===== config.mk =====
export PLATFORM = sky130hd
export DESIGN_NAME = cesi_top
export DESIGN_NICKNAME = d
export VERILOG_FILES = /design/src/rtl/cesi_pkg.sv /design/src/rtl/cesi_top.sv
export VERILOG_INCLUDE_DIRS = /design/src /design/src/rtl
export SDC_FILE = /design/constraint.sdc
export NUM_CORES = 1
export LEC_CHECK = 0
export BUFFER_PORTS_ARGS = -buffer_cell sky130_fd_sc_hd__buf_4
export CAP_MARGIN = 15
export CORE_MARGIN = 3
export CORE_UTILIZATION = 56
export DETAILED_ROUTE_END_ITERATION = 8
export HOLD_SLACK_MARGIN = 0.05
export PLACE_DENSITY_LB_ADDON = 0.3
export SLEW_MARGIN = 20
export SYNTH_ARGS = -nofsm -noshare
export SYNTH_HDL_FRONTEND = slang
export SYNTH_SLANG_ARGS = --single-unit

===== constraint.sdc =====
create_clock -name pclk -period 3.42 [get_ports pclk]
set_input_delay 0.684 -clock pclk [delete_from_list [all_inputs] [get_ports pclk]]
set_output_delay 0.684 -clock pclk [all_outputs]
set_load 0.02 [all_outputs]

===== src/rtl/cesi_map.svh =====
// Register offsets, field positions, reset values and widths of the clock event status block.
`ifndef CESI_MAP_SVH
`define CESI_MAP_SVH

// Printed offsets are register indices; byte address is four times the index.
`define CESI_IDX_INPUT_FAIL_FLAGS   8'h02
`define CESI_IDX_LOOP_EVENT_FLAGS   8'h03
`define CESI_IDX_INPUT_FAIL_EN      8'h04
`define CESI_IDX_LOOP_EVENT_EN      8'h05
`define CESI_IDX_MON_FLAGS_HI       8'h06
`define CESI_IDX_MON_FLAGS_LO       8'h07
`define CESI_IDX_MON_MASK_HI        8'h08
`define CESI_IDX_MON_MASK_LO        8'h09
`define CESI_IDX_PIN_SELECT         8'h0a

`define CESI_RST_FLAGS              8'h00
`define CESI_RST_IRQ_EN             8'h00
`define CESI_RST_MON_MASK           8'h66
`define CESI_RST_PIN_SELECT         16'h0000

`define CESI_BIT_LOOP_A_HOLD        0
`define CESI_BIT_LOOP_A_UNLOCK      1
`define CESI_BIT_LOOP_B_HOLD        2
`define CESI_BIT_LOOP_B_UNLOCK      3

`define CESI_FLD_LOST               0
`define CESI_FLD_CYCLE              1
`define CESI_FLD_FREQ               2
`define CESI_FLD_SOAK               3

`define CESI_PIN_SEL_W              4

`endif


===== src/rtl/cesi_pkg.sv =====
// Types shared by the clock event status block.
package cesi_pkg;
  typedef logic [7:0]  cesi_byte_t;
  typedef logic [31:0] cesi_word_t;
  typedef logic [3:0]  cesi_nib_t;
endpackage


===== src/rtl/cesi_top.sv =====
// Event status, monitor flags and interrupt request of a two-loop clock translator, behind APB.
//
// Local design decision: the APB interface to the registers.
`timescale 1ns/1ps
`include "cesi_map.svh"

// Function
// - Loop A holdover sets flag bit 0 when its enable bit is high.
// - Loop A lock loss sets flag bit 1 when its enable bit is high.
// - Any set loop event flag drives the interrupt request high.
// - Loop B uses bits 2 and 3 for holdover and lock loss.
// - Input fail enable bits 0 to 3; zero suppresses interrupt and status.
// - Loop enable bit 0 zero blocks loop A holdover flag and interrupt.
// - Loop enable bit 1 zero blocks loop A lock-loss flag and interrupt.
// - Input 2 signal loss from a chosen pin sets monitor hi bit 0.
// - Each input's signal-loss source pin is selectable by configuration.
// - Input 2 single-cycle fault sets monitor hi bit 1.
// - Input 2 coarse frequency fault sets monitor hi bit 2.
// - Input 2 soak timer expiry sets monitor hi bit 3.
// - Monitor flags ignore every mask.
// - Input 3 faults occupy monitor hi bits 4 to 7 in same order.
// - Input fail flags 0 to 3 set on enabled failure; each raises interrupt.
// - Monitor lo register carries inputs 0 and 1 the same way.
// - Monitor mask zero keeps an indicator out of fail status only.
module cesi_top
#(
  parameter int NUM_PINS = 12
)
(
  input  wire logic              pclk,
  input  wire logic              presetn,
  input  wire logic              psel,
  input  wire logic              penable,
  input  wire logic              pwrite,
  input  wire cesi_pkg::cesi_word_t paddr,
  input  wire cesi_pkg::cesi_word_t pwdata,
  input  wire logic [3:0]        pstrb,
  output cesi_pkg::cesi_word_t   prdata,
  output logic                   pready,
  output logic                   pslverr,
  input  wire logic [NUM_PINS-1:0] gp_pin,
  input  wire logic              loop_a_hold_ev,
  input  wire logic              loop_a_unlock_ev,
  input  wire logic              loop_b_hold_ev,
  input  wire logic              loop_b_unlock_ev,
  input  wire cesi_pkg::cesi_nib_t cycle_fault,
  input  wire cesi_pkg::cesi_nib_t freq_fault,
  input  wire cesi_pkg::cesi_nib_t soak_expired,
  output logic                   irq
);
  import cesi_pkg::*;

  // The register layout fixes the number of monitored inputs at four.
  localparam int NUM_INPUTS = 4;

  // The pin selector field is four bits wide, so at most sixteen pins can be reached.
  initial
  begin
    if (NUM_PINS < 1)
    begin
      $error("NUM_PINS must be at least one");
    end
    if (NUM_PINS > (1 << `CESI_PIN_SEL_W))
    begin
      $error("NUM_PINS exceeds the reach of the pin selector");
    end
  end

  // Both synchroniser stages live in the state; only the second stage is read by the signal-loss selection.
  typedef struct packed {
    logic [NUM_PINS-1:0] pin_s1;
    logic [NUM_PINS-1:0] pin_s2;
    cesi_nib_t  input_fail;
    cesi_nib_t  loop_flags;
    cesi_nib_t  input_fail_en;
    cesi_nib_t  loop_en;
    cesi_byte_t mon_hi;
    cesi_byte_t mon_lo;
    cesi_byte_t mask_hi;
    cesi_byte_t mask_lo;
    logic [15:0] pin_sel;
    cesi_word_t prdata;
    logic        pready;
    logic        pslverr;
    logic        irq;
  } cesi_state_t;

  cesi_state_t s_q;
  cesi_state_t s_d;

  logic [3:0]  lost;
  logic [15:0] mon_all;
  logic [15:0] mask_all;
  logic [3:0]  fail_now;
  logic [3:0]  fail_gated;
  logic        access;
  logic        rd;
  logic        wr;
  logic [7:0]  idx;
  logic        aligned;

  // Signal-loss inputs come from pins and are taken from the second synchroniser stage.
  // An out-of-range selector reads as no loss, so a bad setting cannot raise a flag.
  genvar g;
  generate
    for (g = 0; g < NUM_INPUTS; g++)
    begin : g_input
      logic [`CESI_PIN_SEL_W-1:0] sel;
      assign sel      = s_q.pin_sel[g*`CESI_PIN_SEL_W +: `CESI_PIN_SEL_W];
      assign lost[g]  = (32'(sel) < NUM_PINS) ? s_q.pin_s2[sel] : 1'b0;
      assign mon_all[g*4 + `CESI_FLD_LOST]  = lost[g];
      assign mon_all[g*4 + `CESI_FLD_CYCLE] = cycle_fault[g];
      assign mon_all[g*4 + `CESI_FLD_FREQ]  = freq_fault[g];
      assign mon_all[g*4 + `CESI_FLD_SOAK]  = soak_expired[g];
      if (g < 2)
      begin : g_lo
        assign mask_all[g*4 +: 4] = s_q.mask_lo[g*4 +: 4];
      end
      else
      begin : g_hi
        assign mask_all[g*4 +: 4] = s_q.mask_hi[(g-2)*4 +: 4];
      end
      assign fail_now[g]   = |(mon_all[g*4 +: 4] & mask_all[g*4 +: 4]);
      assign fail_gated[g] = fail_now[g] & s_q.input_fail_en[g];
    end
  endgenerate

  // An access is taken once, in its first access cycle; pready follows one edge later,
  // so every transfer carries exactly one wait state.
  assign access  = psel && penable && !s_q.pready;
  assign rd      = access && !pwrite;
  assign wr      = access && pwrite;
  assign idx     = paddr[9:2];
  assign aligned = (paddr[1:0] == 2'b00) && (paddr[31:10] == 22'h0);

  always_comb
  begin
    s_d         = s_q;
    s_d.pin_s1  = gp_pin;
    s_d.pin_s2  = s_q.pin_s1;
    s_d.pready  = access;
    s_d.pslverr = 1'b0;
    s_d.prdata  = 32'h00000000;

    // Clear on read comes first so that a same-cycle event still sets the bit.
    // Unmapped or misaligned accesses answer with pslverr and change nothing.
    if (rd && aligned)
    begin
      case (idx)
        `CESI_IDX_INPUT_FAIL_FLAGS:
        begin
          s_d.prdata     = {28'h0000000, s_q.input_fail};
          s_d.input_fail = 4'h0;
        end

        `CESI_IDX_LOOP_EVENT_FLAGS:
        begin
          s_d.prdata     = {28'h0000000, s_q.loop_flags};
          s_d.loop_flags = 4'h0;
        end

        `CESI_IDX_INPUT_FAIL_EN:
        begin
          s_d.prdata = {28'h0000000, s_q.input_fail_en};
        end

        `CESI_IDX_LOOP_EVENT_EN:
        begin
          s_d.prdata = {28'h0000000, s_q.loop_en};
        end

        `CESI_IDX_MON_FLAGS_HI:
        begin
          s_d.prdata = {24'h000000, s_q.mon_hi};
          s_d.mon_hi = 8'h00;
        end

        `CESI_IDX_MON_FLAGS_LO:
        begin
          s_d.prdata = {24'h000000, s_q.mon_lo};
          s_d.mon_lo = 8'h00;
        end

        `CESI_IDX_MON_MASK_HI:
        begin
          s_d.prdata = {24'h000000, s_q.mask_hi};
        end

        `CESI_IDX_MON_MASK_LO:
        begin
          s_d.prdata = {24'h000000, s_q.mask_lo};
        end

        `CESI_IDX_PIN_SELECT:
        begin
          s_d.prdata = {16'h0000, s_q.pin_sel};
        end

        default:
        begin
          s_d.pslverr = 1'b1;
        end
      endcase
    end
    else if (rd)
    begin
      s_d.pslverr = 1'b1;
    end

    if (wr && aligned)
    begin
      case (idx)
        `CESI_IDX_INPUT_FAIL_EN:
        begin
          if (pstrb[0])
          begin
            s_d.input_fail_en = pwdata[3:0];
          end
        end

        `CESI_IDX_LOOP_EVENT_EN:
        begin
          if (pstrb[0])
          begin
            s_d.loop_en = pwdata[3:0];
          end
        end

        `CESI_IDX_MON_MASK_HI:
        begin
          if (pstrb[0])
          begin
            s_d.mask_hi = pwdata[7:0];
          end
        end

        `CESI_IDX_MON_MASK_LO:
        begin
          if (pstrb[0])
          begin
            s_d.mask_lo = pwdata[7:0];
          end
        end

        // Only the pin selector spans two byte lanes; every other register lives in lane 0.
        `CESI_IDX_PIN_SELECT:
        begin
          if (pstrb[0])
          begin
            s_d.pin_sel[7:0] = pwdata[7:0];
          end
          if (pstrb[1])
          begin
            s_d.pin_sel[15:8] = pwdata[15:8];
          end
        end

        // Flag registers take a write quietly and keep their contents.
        `CESI_IDX_INPUT_FAIL_FLAGS,
        `CESI_IDX_LOOP_EVENT_FLAGS,
        `CESI_IDX_MON_FLAGS_HI,
        `CESI_IDX_MON_FLAGS_LO:
        begin
          s_d.pslverr = 1'b0;
        end

        default:
        begin
          s_d.pslverr = 1'b1;
        end
      endcase
    end
    else if (wr)
    begin
      s_d.pslverr = 1'b1;
    end

    // Loop events are gated by their enables before reaching the sticky flags.
    // An event held high re-sets its flag right after a clearing read, so sources should pulse.
    if (loop_a_hold_ev && s_q.loop_en[`CESI_BIT_LOOP_A_HOLD])
    begin
      s_d.loop_flags[`CESI_BIT_LOOP_A_HOLD] = 1'b1;
    end

    if (loop_a_unlock_ev && s_q.loop_en[`CESI_BIT_LOOP_A_UNLOCK])
    begin
      s_d.loop_flags[`CESI_BIT_LOOP_A_UNLOCK] = 1'b1;
    end

    if (loop_b_hold_ev && s_q.loop_en[`CESI_BIT_LOOP_B_HOLD])
    begin
      s_d.loop_flags[`CESI_BIT_LOOP_B_HOLD] = 1'b1;
    end

    if (loop_b_unlock_ev && s_q.loop_en[`CESI_BIT_LOOP_B_UNLOCK])
    begin
      s_d.loop_flags[`CESI_BIT_LOOP_B_UNLOCK] = 1'b1;
    end

    // Monitor flags take no mask at all.
    // They do not raise irq; software is expected to poll them after an input fail.
    s_d.mon_lo = s_d.mon_lo | mon_all[7:0];
    s_d.mon_hi = s_d.mon_hi | mon_all[15:8];

    s_d.input_fail = s_d.input_fail | fail_gated;

    // Request follows the next flag state, so it falls with the clearing read.
    s_d.irq = |{s_d.loop_flags, s_d.input_fail};
  end

  always_ff @(posedge pclk or negedge presetn)
  begin
    if (!presetn)
    begin
      s_q.pin_s1        <= '0;
      s_q.pin_s2        <= '0;
      s_q.input_fail    <= 4'(`CESI_RST_FLAGS);
      s_q.loop_flags    <= 4'(`CESI_RST_FLAGS);
      s_q.input_fail_en <= 4'(`CESI_RST_IRQ_EN);
      s_q.loop_en       <= 4'(`CESI_RST_IRQ_EN);
      s_q.mon_hi        <= `CESI_RST_FLAGS;
      s_q.mon_lo        <= `CESI_RST_FLAGS;
      // Monitor masks come up passing only the cycle and frequency indicators.
      s_q.mask_hi       <= `CESI_RST_MON_MASK;
      s_q.mask_lo       <= `CESI_RST_MON_MASK;
      s_q.pin_sel       <= `CESI_RST_PIN_SELECT;
      s_q.prdata        <= 32'h00000000;
      s_q.pready        <= 1'b0;
      s_q.pslverr       <= 1'b0;
      s_q.irq           <= 1'b0;
    end
    else
    begin
      s_q <= s_d;
    end
  end

  assign prdata  = s_q.prdata;
  assign pready  = s_q.pready;
  assign pslverr = s_q.pslverr;
  assign irq     = s_q.irq;

endmodule


Word-level counts from Yosys, hierarchy flattened
Index checks and enable logic that the tools add are counted.
{"block": "word_totals", "out_inout_bits": 35, "wordCells": 103, "ff_bits": 123}
{"block": "op_classes", "n_mux": 30, "n_eq_ne": 9, "bitwise_logic": 11, "n_lt_le_gt_ge": 8, "n_reduce_logical": 29}
{"operator": "$pmux 16 s9", "n": 1}
{"operator": "$eq 8x3->1 const B", "n": 4}
{"operator": "$mux 32", "n": 1}
{"operator": "$eq 8x4->1 const B", "n": 3}
{"operator": "$mux 8", "n": 3}
{"operator": "$logic_not 22->1", "n": 1}
{"operator": "$lt 4x5->1 const B", "n": 4}
{"operator": "$reduce_or 4->1", "n": 5}
{"operator": "$reduce_and 3->1", "n": 6}
{"operator": "$mux 1", "n": 17}
{"operator": "$and 4x4->4", "n": 4}
{"operator": "$bmux 1 s4", "n": 4}
{"operator": "$eq 8x2->1 const B", "n": 2}
{"operator": "$lt 4x4->1 const B", "n": 4}
{"operator": "$mux 16", "n": 1}
{"operator": "$or 8x8->8", "n": 2}
{"operator": "$logic_and 1x1->1", "n": 11}
{"operator": "$reduce_or 9->1", "n": 1}
{"operator": "$mux 4", "n": 2}
{"operator": "$reduce_or 8->1", "n": 1}
{"operator": "$reduce_or 5->1", "n": 1}
{"operator": "$and 1x1->1", "n": 4}
{"operator": "$or 4x4->4", "n": 1}
{"operator": "$logic_not 1->1", "n": 2}
{"operator": "other kinds (2)", "n": 2}

Longest topological paths before layout
Gate-level depths: netlist of the first run.
{"block": "depth", "word_depth": 8, "ltp_mapped": 6, "depth_no_buf": 6}

Worst setup path before layout of the first run
OpenSTA, ideal clock, no wires.
{"block": "synth_path", "path_kind": "input to register", "startpoint": "input paddr[12]", "endpoint": "register s_q (netlist bit mask_all[11])", "required_ps": 3295, "setup_time_ps": 125, "stages": 5, "setup_slack_ps": 839, "n_path_buf": 0, "arrival_time_ps": 2456, "path_cell_list": "or4_1 > nor2_2 > nand4_2 > nor3b_4 > mux2_2"}
{"block": "synth_via", "elab_chain_cells": 4}
{"item": "from (decl)", "line_no": "cesi_top.sv:35", "rtl": "input wire cesi_pkg::cesi_word_t paddr,"}
{"item": "$logic_not 22->1", "line_no": "cesi_top.sv:134", "rtl": "assign aligned = (paddr[1:0] == 2'b00) && (paddr[31:10] == 22'h0);"}
{"item": "$logic_and 1x1->1", "line_no": "cesi_top.sv:134"}
{"item": "$logic_and 1x1->1", "line_no": "cesi_top.sv:210", "rtl": "if (wr && aligned)"}
{"item": "$reduce_and 3->1 (no source line)"}
{"item": "to (decl)", "line_no": "cesi_top.sv:88", "rtl": "cesi_state_t s_q;"}
Every way passes these cells.
A chain may end at the register's enable or synchronous reset.

==> summary.md, run 1 <==
| Metric | Value |
|---|---|
| Status | `completed` |
| P_leak | `2.68 nW` |
| Unrepaired setup endpoints after global routing | `no` |
| CP Data Required Time | `3640 ps` |
| Slew headroom | `0.541` |
| Commonest non-fill, non-tap cells in the layout | `buf_4, dfrtp_1, mux2_2` |
| Critical Path Source Type | `input pin` |
| Slew of the pin with the lowest slew margin | `689 ps` |
| Antenna violations before repair | `0` |
| Post-CTS sizing | `0` |
| Hold Violations, Final | `0` |
| Worst IR Drop VDD | `0.000287 V` |
| Synth Area per Inst | `13.8 µm²` |
| Post-synthesis mux area share | `0.180` |
| Num ports | `136` |
| CP bufs+invs | `1` |
| FP Rows | `33` |
| Global-route wire length before repair | `18200 µm` |
| M2 GR Usage | `0.407` |
| Slowest-stage cell, CP | `or4_4` |
| TritonCTS clock tree | `done` |
| Worst reg-to-reg setup slack | `1200 ps` |
| Share of cells above drive strength 1 | `0.457` |
| Drt initial violations | `200` |
| Clock transition at path regs | `110 ps` |
| Adder-Cell Fraction of Synth Area | `0` |
| Primary FF master, synth | `dfrtp_1` |
| Gpl congestion | `0.873` |
| Max_cap viols | `0` |
| Compound-cell area share of the yosys netlist | `0.105` |
| Max FO, Critical Path | `10` |
| Sequential-to-total area share from yosys stat | `0.542` |
| Critical path arrival | `2850 ps` |
| Pwr dens | `378 nW/µm²` |
| Final-layout fill cell count | `600` |
| Reg2reg start | `g_input[3].sel[0]` |
| Post-Route WL | `11500 µm` |
| Largest family of logic cells by synthesized area | `multiplexers` |
| Die area | `10000 µm²` |
| Commonest non-fill, non-tap cell in the layout | `buf_4` |
| Core box area | `8420 µm²` |
| Die width | `100 µm` |
| Clock tree buffer depth | `2` |
| Antenna diode count | `0` |
| Largest net degree at the start of global routing | `58` |
| Synthesized-area fraction occupied by and/or/nand/nor cells | `0.117` |
| Worst-Skew Late Latency | `380 ps` |
| Worst Clk Skew | `13.7 ps` |
| Critical path's top delay family | `simple AND/OR/NAND/NOR gates` |
| Clock buffer count from CTS | `9` |
| Async S/R FF share, synth | `1.00` |
| FMAX | `0.381 GHz` |
| Hold buffer count at CTS | `0` |
| DRC viols | `0` |
| Final Max Tran Viols | `0` |
| Router iterations before antenna repair | `5` |
| Nets | `562` |
| CP peak stage delay | `660 ps` |
| Via/cell ratio | `6.13` |
| Crit path depth | `6` |
| Met1 Use GR | `0.296` |
| Crit. End Element | `flip-flop` |
| Total gr overflow | `0` |
| Final Cycle Share | `0.768` |
| Final ANT Viol Nets | `0` |
| Gate Count Post-Synth | `360` |
| Netlist Area Pre-Place | `4960 µm²` |
| Post-synth EDFFs | `0` |
| Yosys warning total | `0` |
| Area grow syn2layout | `19.7%` |
| Overall routing resource usage | `0.238` |
| WS Path Type | `in2reg` |
| Die H | `100 µm` |
| Min Tclk post-route | `2630 ps` |
| Post-synthesis xor/xnor area fraction | `0` |
| DR WL/cell | `20.2 µm` |
| Setup violations, final | `0` |
| Number of port buffers | `101` |
| Root Buffer | `clkbuf_8` |
| Yosys reg bits | `107` |
| Cell variety after synth | `51` |
| R2R depth | `5` |
| Top Usage Layer GRT | `met2` |
| Starting Density | `0.589` |
| Clock sink count | `107` |
| Detailed placer's ending HPWL | `8590 µm` |
| Vias | `3500` |
| Reg-to-Reg End | `irq` |
| CP Capture Point | `irq` |
| Vias in the first global route | `3568` |
| Critical Path Start | `paddr[7]` |
| Min-Delay Path Class | `in2async` |
| Htree depth | `3` |
| Final core occ | `0.705` |
| Met3 GRT Util | `0.0598` |
| Setup repair bufs after CTS | `0` |
| Critical-path cell list | `buf_4 -> or4_4 -> nor4_4 -> nand4_2 -> a2111oi_1 -> nand4bb_1` |
| Setup_tns | `0 ps` |
-- report_power, final --
part	leakage [nW]	internal [mW]	switching (mW)
clock network	0.101	0.296	0.491
registers	1.31	1.28	0.00992
logic	1.27	0.0805	0.0872
-- per-layer routing --
metal	share of wire	up-vias
met5	0	-
met4	0.021	0
met3	0.079	21
met2	0.52	175
met1	0.38	1768
li1	-	1536
-- registers in the layout, summed over array words and instances, names as in the netlist --
signal       count
s_d             12
s_q             44
g_input.sel     16
pready           1
irq              1
prdata          16
mask_all        16
pslverr          1
-- per-stage QoR --
step / hold WS [ps] / power (mW) / worst slack, ps / cells / area, µm²
2_1_floorplan: 331 / 1.38 / 839 / 375 / 5020
3_3_place_gp: 334 / 1.48 / 476 / 555 / 5720
3_5_place_dp: 335 / 1.48 / 409 / 555 / 5720
4_1_cts: 326 / 2.26 / 804 / 571 / 5940
5_1_grt: 365 / 2.33 / 702 / 571 / 5940
6_report: 320 / 2.25 / 794 / 571 / 5940
-- cells by family (layout without fill, tap and decap cells) --
logic type,count (synthesis),in the layout
other,1,16
AO/OA/AOI/OAI,69,69
multiplexers,68,68
AND/OR/NAND/NOR,76,76
buffers and inverters,39,130
flip-flops,107,107
-- worst min-delay path by stage --
stage,to,slack [ps],depth (start not counted)
final,s_q[84],320,1
after global routing,s_q[84],360,1
after CTS,s_q[84],330,1
after detailed placement,s_q[101],330,0
after global placement,s_q[101],330,0
after floorplan,s_q[100],330,0
-- cells in the mapped netlist (all sizes together) (3+ instances only) --
cell type | n | area, µm²
nand2b | 7 | 43.8
mux4 | 12 | 270
a22o | 6 | 52.6
nand3b | 7 | 52.6
a222oi | 5 | 50.1
dfstp | 8 | 210
or4 | 4 | 33.8
a221oi | 3 | 26.3
nand2 | 8 | 30.0
nor2 | 6 | 32.5
a21o | 14 | 105
buf | 34 | 255
mux2i | 7 | 70.1
a22oi | 18 | 135
nand4 | 6 | 56.3
nor3 | 7 | 72.6
o211ai | 6 | 45.0
and2 | 9 | 56.3
clkbuf | 3 | 11.3
nand3 | 5 | 30.0
mux2 | 49 | 552
dfrtp | 99 | 2480
a21oi | 5 | 25.0
nor4 | 7 | 80.1
a31oi | 5 | 31.3
-- final cells by class --
class | instances | area (µm²) | share of cell area
Multi-Input combinational cell | 229 | 2060 | 0.346
Sequential cell | 107 | 2690 | 0.453
Timing Repair Buffer | 112 | 841 | 0.142
Tap cell | 105 | 131 | 0.0221
Clock buffer | 9 | 124 | 0.0209
Inverter | 2 | 7.51 | 0.00126
Clock inverter | 7 | 90.1 | 0.0152
(Power assumes the default switching activity.)
==> run 2: changes to the inputs <==
CORE_UTILIZATION = 47   (was 56)
clock period = 2.2 ns   (was 3.42 ns; I/O delays follow)
==> run 2 against run 1 <==
Net effect:
- non-clock buffer count grew 22
- hold slack worse by 150 ps
- design area up 3.7%
- largest power group unchanged
- via count is 0.60% lower
- critical endpoint unchanged
==> summary.md, run 2 (synthesis results as in run 1) <==
| Metric | Value |
|---|---|
| Die area | `11800 µm² (+18%)` |
| Reg-to-Reg End | `irq` |
| Min Tclk post-route | `2070 ps` |
| Hold wc startpoint | `gp_pin[4]` |
| Worst IR Drop VDD | `0.000444 V (+55%)` |
| Nets | `584 (+3.9%)` |
| TritonCTS clock tree | `done` |
| Antenna violations before repair | `0 (unchanged)` |
| Slew of the pin with the lowest slew margin | `575 ps (-113 ps)` |
| Worst-Skew Late Latency | `370 ps (about the same)` |
| DR WL/cell | `18.6 µm (-8.0%)` |
| Max_cap viols | `0 (unchanged)` |
| Critical path arrival | `2280 ps (-570 ps)` |
| Max reg flops | `44 (unchanged)` |
| Status | `completed` |
| CP Data Required Time | `2420 ps (-1220 ps)` |
| Critical-path cell list | `buf_4 -> or4_4 -> nor4_4 -> nand4_2 -> buf_4 -> a22o_1 -> nand4bb_1` |
| Vias in the first global route | `3522 (-1.3%)` |
| Place WS | `-224 ps (-633 ps)` |
| Final ANT Viol Nets | `0 (unchanged)` |
| Total gr overflow | `0 (unchanged)` |
| Hold Slack | `167 ps (-153 ps)` |
| Clock sink count | `107 (unchanged)` |
| Slowest-stage cell, CP | `or4_4` |
| Clock transition at path regs | `110 ps (about the same)` |
| Area grow syn2layout | `24.1%` |
| Starting Density | `0.496 (-0.0929)` |
| Overall routing resource usage | `0.202 (-0.0364)` |
| Final worst slack | `133 ps (-662 ps)` |
| FP Rows | `36 (+9.1%)` |
| R2R depth | `5 (unchanged)` |
| Number of port buffers | `101 (unchanged)` |
| WHS Endpoint | `s_d[103]` |
| Router iterations before antenna repair | `5 (unchanged)` |
| Slew headroom | `0.616 (+0.0754)` |
| Num ports | `136 (unchanged)` |
| Antenna diode count | `0 (unchanged)` |
| Worst reg-to-reg setup slack | `160 ps (-1040 ps)` |
| Commonest non-fill, non-tap cells in the layout | `buf_4, dfrtp_1, mux2_2` |
| FMAX | `0.484 GHz` |
| Min-Delay Path Class | `in2reg` |
| Gpl congestion | `0.854 (-2.2%)` |
| Reg2reg start | `g_input[0].sel[0]` |
| Final Max Tran Viols | `0 (unchanged)` |
| P_leak | `2.78 nW (+3.7%)` |
| Unrepaired setup endpoints after global routing | `no` |
| Final instance area | `6160 µm² (+3.7%)` |
| Detailed placer's ending HPWL | `8650 µm (+0.73%)` |
| Die width | `109 µm (+8.6%)` |
| Max FO, Critical Path | `5 (-5)` |
| Clock buffer count from CTS | `9 (unchanged)` |
| Area after DPL | `5960 µm² (+4.2%)` |
| Share of cells above drive strength 1 | `0.486 (+0.0286)` |
| Combinational fraction of design power | `0.081 (+0.006)` |
| Crit path top cell by count | `buf_4` |
| Setup violations, final | `0 (unchanged)` |
| Die H | `109 µm (+8.6%)` |
| Clock tree buffer depth | `2 (unchanged)` |
| WS Path Type | `in2reg` |
| Post-Route WL | `11500 µm (about the same)` |
| Power Internal | `2.55 mW (+54%)` |
| Worst Clk Skew | `13.6 ps (-0.0717 ps)` |
| Final Cycle Share | `0.940` |
| Hold Violations, Final | `0 (unchanged)` |
| Top reg by flops | `s_q` |
| Largest net degree at the start of global routing | `46 (-21%)` |
| Vias | `3479 (-0.60%)` |
| Sw power | `842 µW (+43%)` |
| CP peak stage delay | `580 ps (-80 ps)` |
| Core box area | `10000 µm² (+19%)` |
| Drt initial violations | `188 (-6.0%)` |
| WHS Path Cells | `1` |
| DRC viols | `0 (unchanged)` |
| Global-route wire length before repair | `18100 µm (-0.72%)` |
| Part of the power in the clock network | `0.328 (-0.023)` |
| Via/cell ratio | `5.60 (-8.6%)` |
| Critical Path Source Type | `input pin` |
| Htree depth | `3 (unchanged)` |
| Commonest non-fill, non-tap cell in the layout | `buf_4` |
| Sw Ratio | `0.248 (-0.0138)` |
| Final core occ | `0.616 (-0.0890)` |
| Root Buffer | `clkbuf_8` |
| Pwr dens | `551 nW/µm² (+46%)` |
| Share of power burned in registers | `0.591 (+0.016)` |
| Crit. End Element | `flip-flop` |
run 2: layer usage:
layer / routed length, µm / track usage / vias to the layer above / share of wire
li1: - / - / 1582 / -
met5: 0 / 0 / - / 0
met3: 773 / 0.0326 / 23 / 0.067
met1: 4660 / 0.263 / 1727 / 0.40
met2: 5750 / 0.337 / 147 / 0.50
met4: 335 / 0.0830 / 0 / 0.029
run 2: layout make-up:
cell class                      instances  area, µm²
Sequential cell                       107       2690
Multi-Input combinational cell        229       2090
Timing Repair Buffer                  134       1030
Fill cell                             793       3840
Inverter                                2       7.51
Clock buffer                           10        128
Tap cell                              133        166
Clock inverter                          6       48.8
run 2: worst max path at each step:
stage | slack [ps] | end | depth (start not counted) | start
2_1_floorplan | -70 | mask_all[11] | 5 | paddr[7]
3_3_place_gp | -230 | irq | 6 | paddr[7]
3_5_place_dp | -220 | mask_all[3] | 6 | paddr[13]
4_1_cts | 10 | irq | 5 | g_input[3].sel[0]
5_1_grt | 50 | irq | 5 | g_input[1].sel[0]
6_report | 130 | irq | 7 | paddr[7]
run 2: per-stage QoR:
stage | std cells | power [mW] | setup TNS, ps
2_1_floorplan | 375 | 2.14 | -734
3_3_place_gp | 604 | 2.31 | -6050
3_5_place_dp | 604 | 2.32 | -7670
4_1_cts | 621 | 3.41 | 0
5_1_grt | 621 | 3.54 | 0
6_report | 621 | 3.39 | 0
run 2: repair_timing:
action,in CTS,in global routing
endpoints found under the hold margin,22,0
buffers inserted,0,0
resized for setup,2,2
cloned,0,0
endpoints found under the setup margin,1,1
pin swaps,0,1
hold buffers,1,0
run 2: worst max-delay path: cells and delay by family:
kind	cells	cell delay, ps
AO/OA/AOI/OAI	1	240
buffers and inverters	2	280
AND/OR/NAND/NOR	4	1320
run 2: power by group through the flow:
stage	Sequential (mW)	Combinational [mW]	Clock, mW
global placement	2.04	0.269	0
global route	2.01	0.300	1.23
CTS	2.01	0.277	1.13
detailed placement	2.04	0.274	0
floorplan	2.04	0.102	0
finish	2.01	0.274	1.11
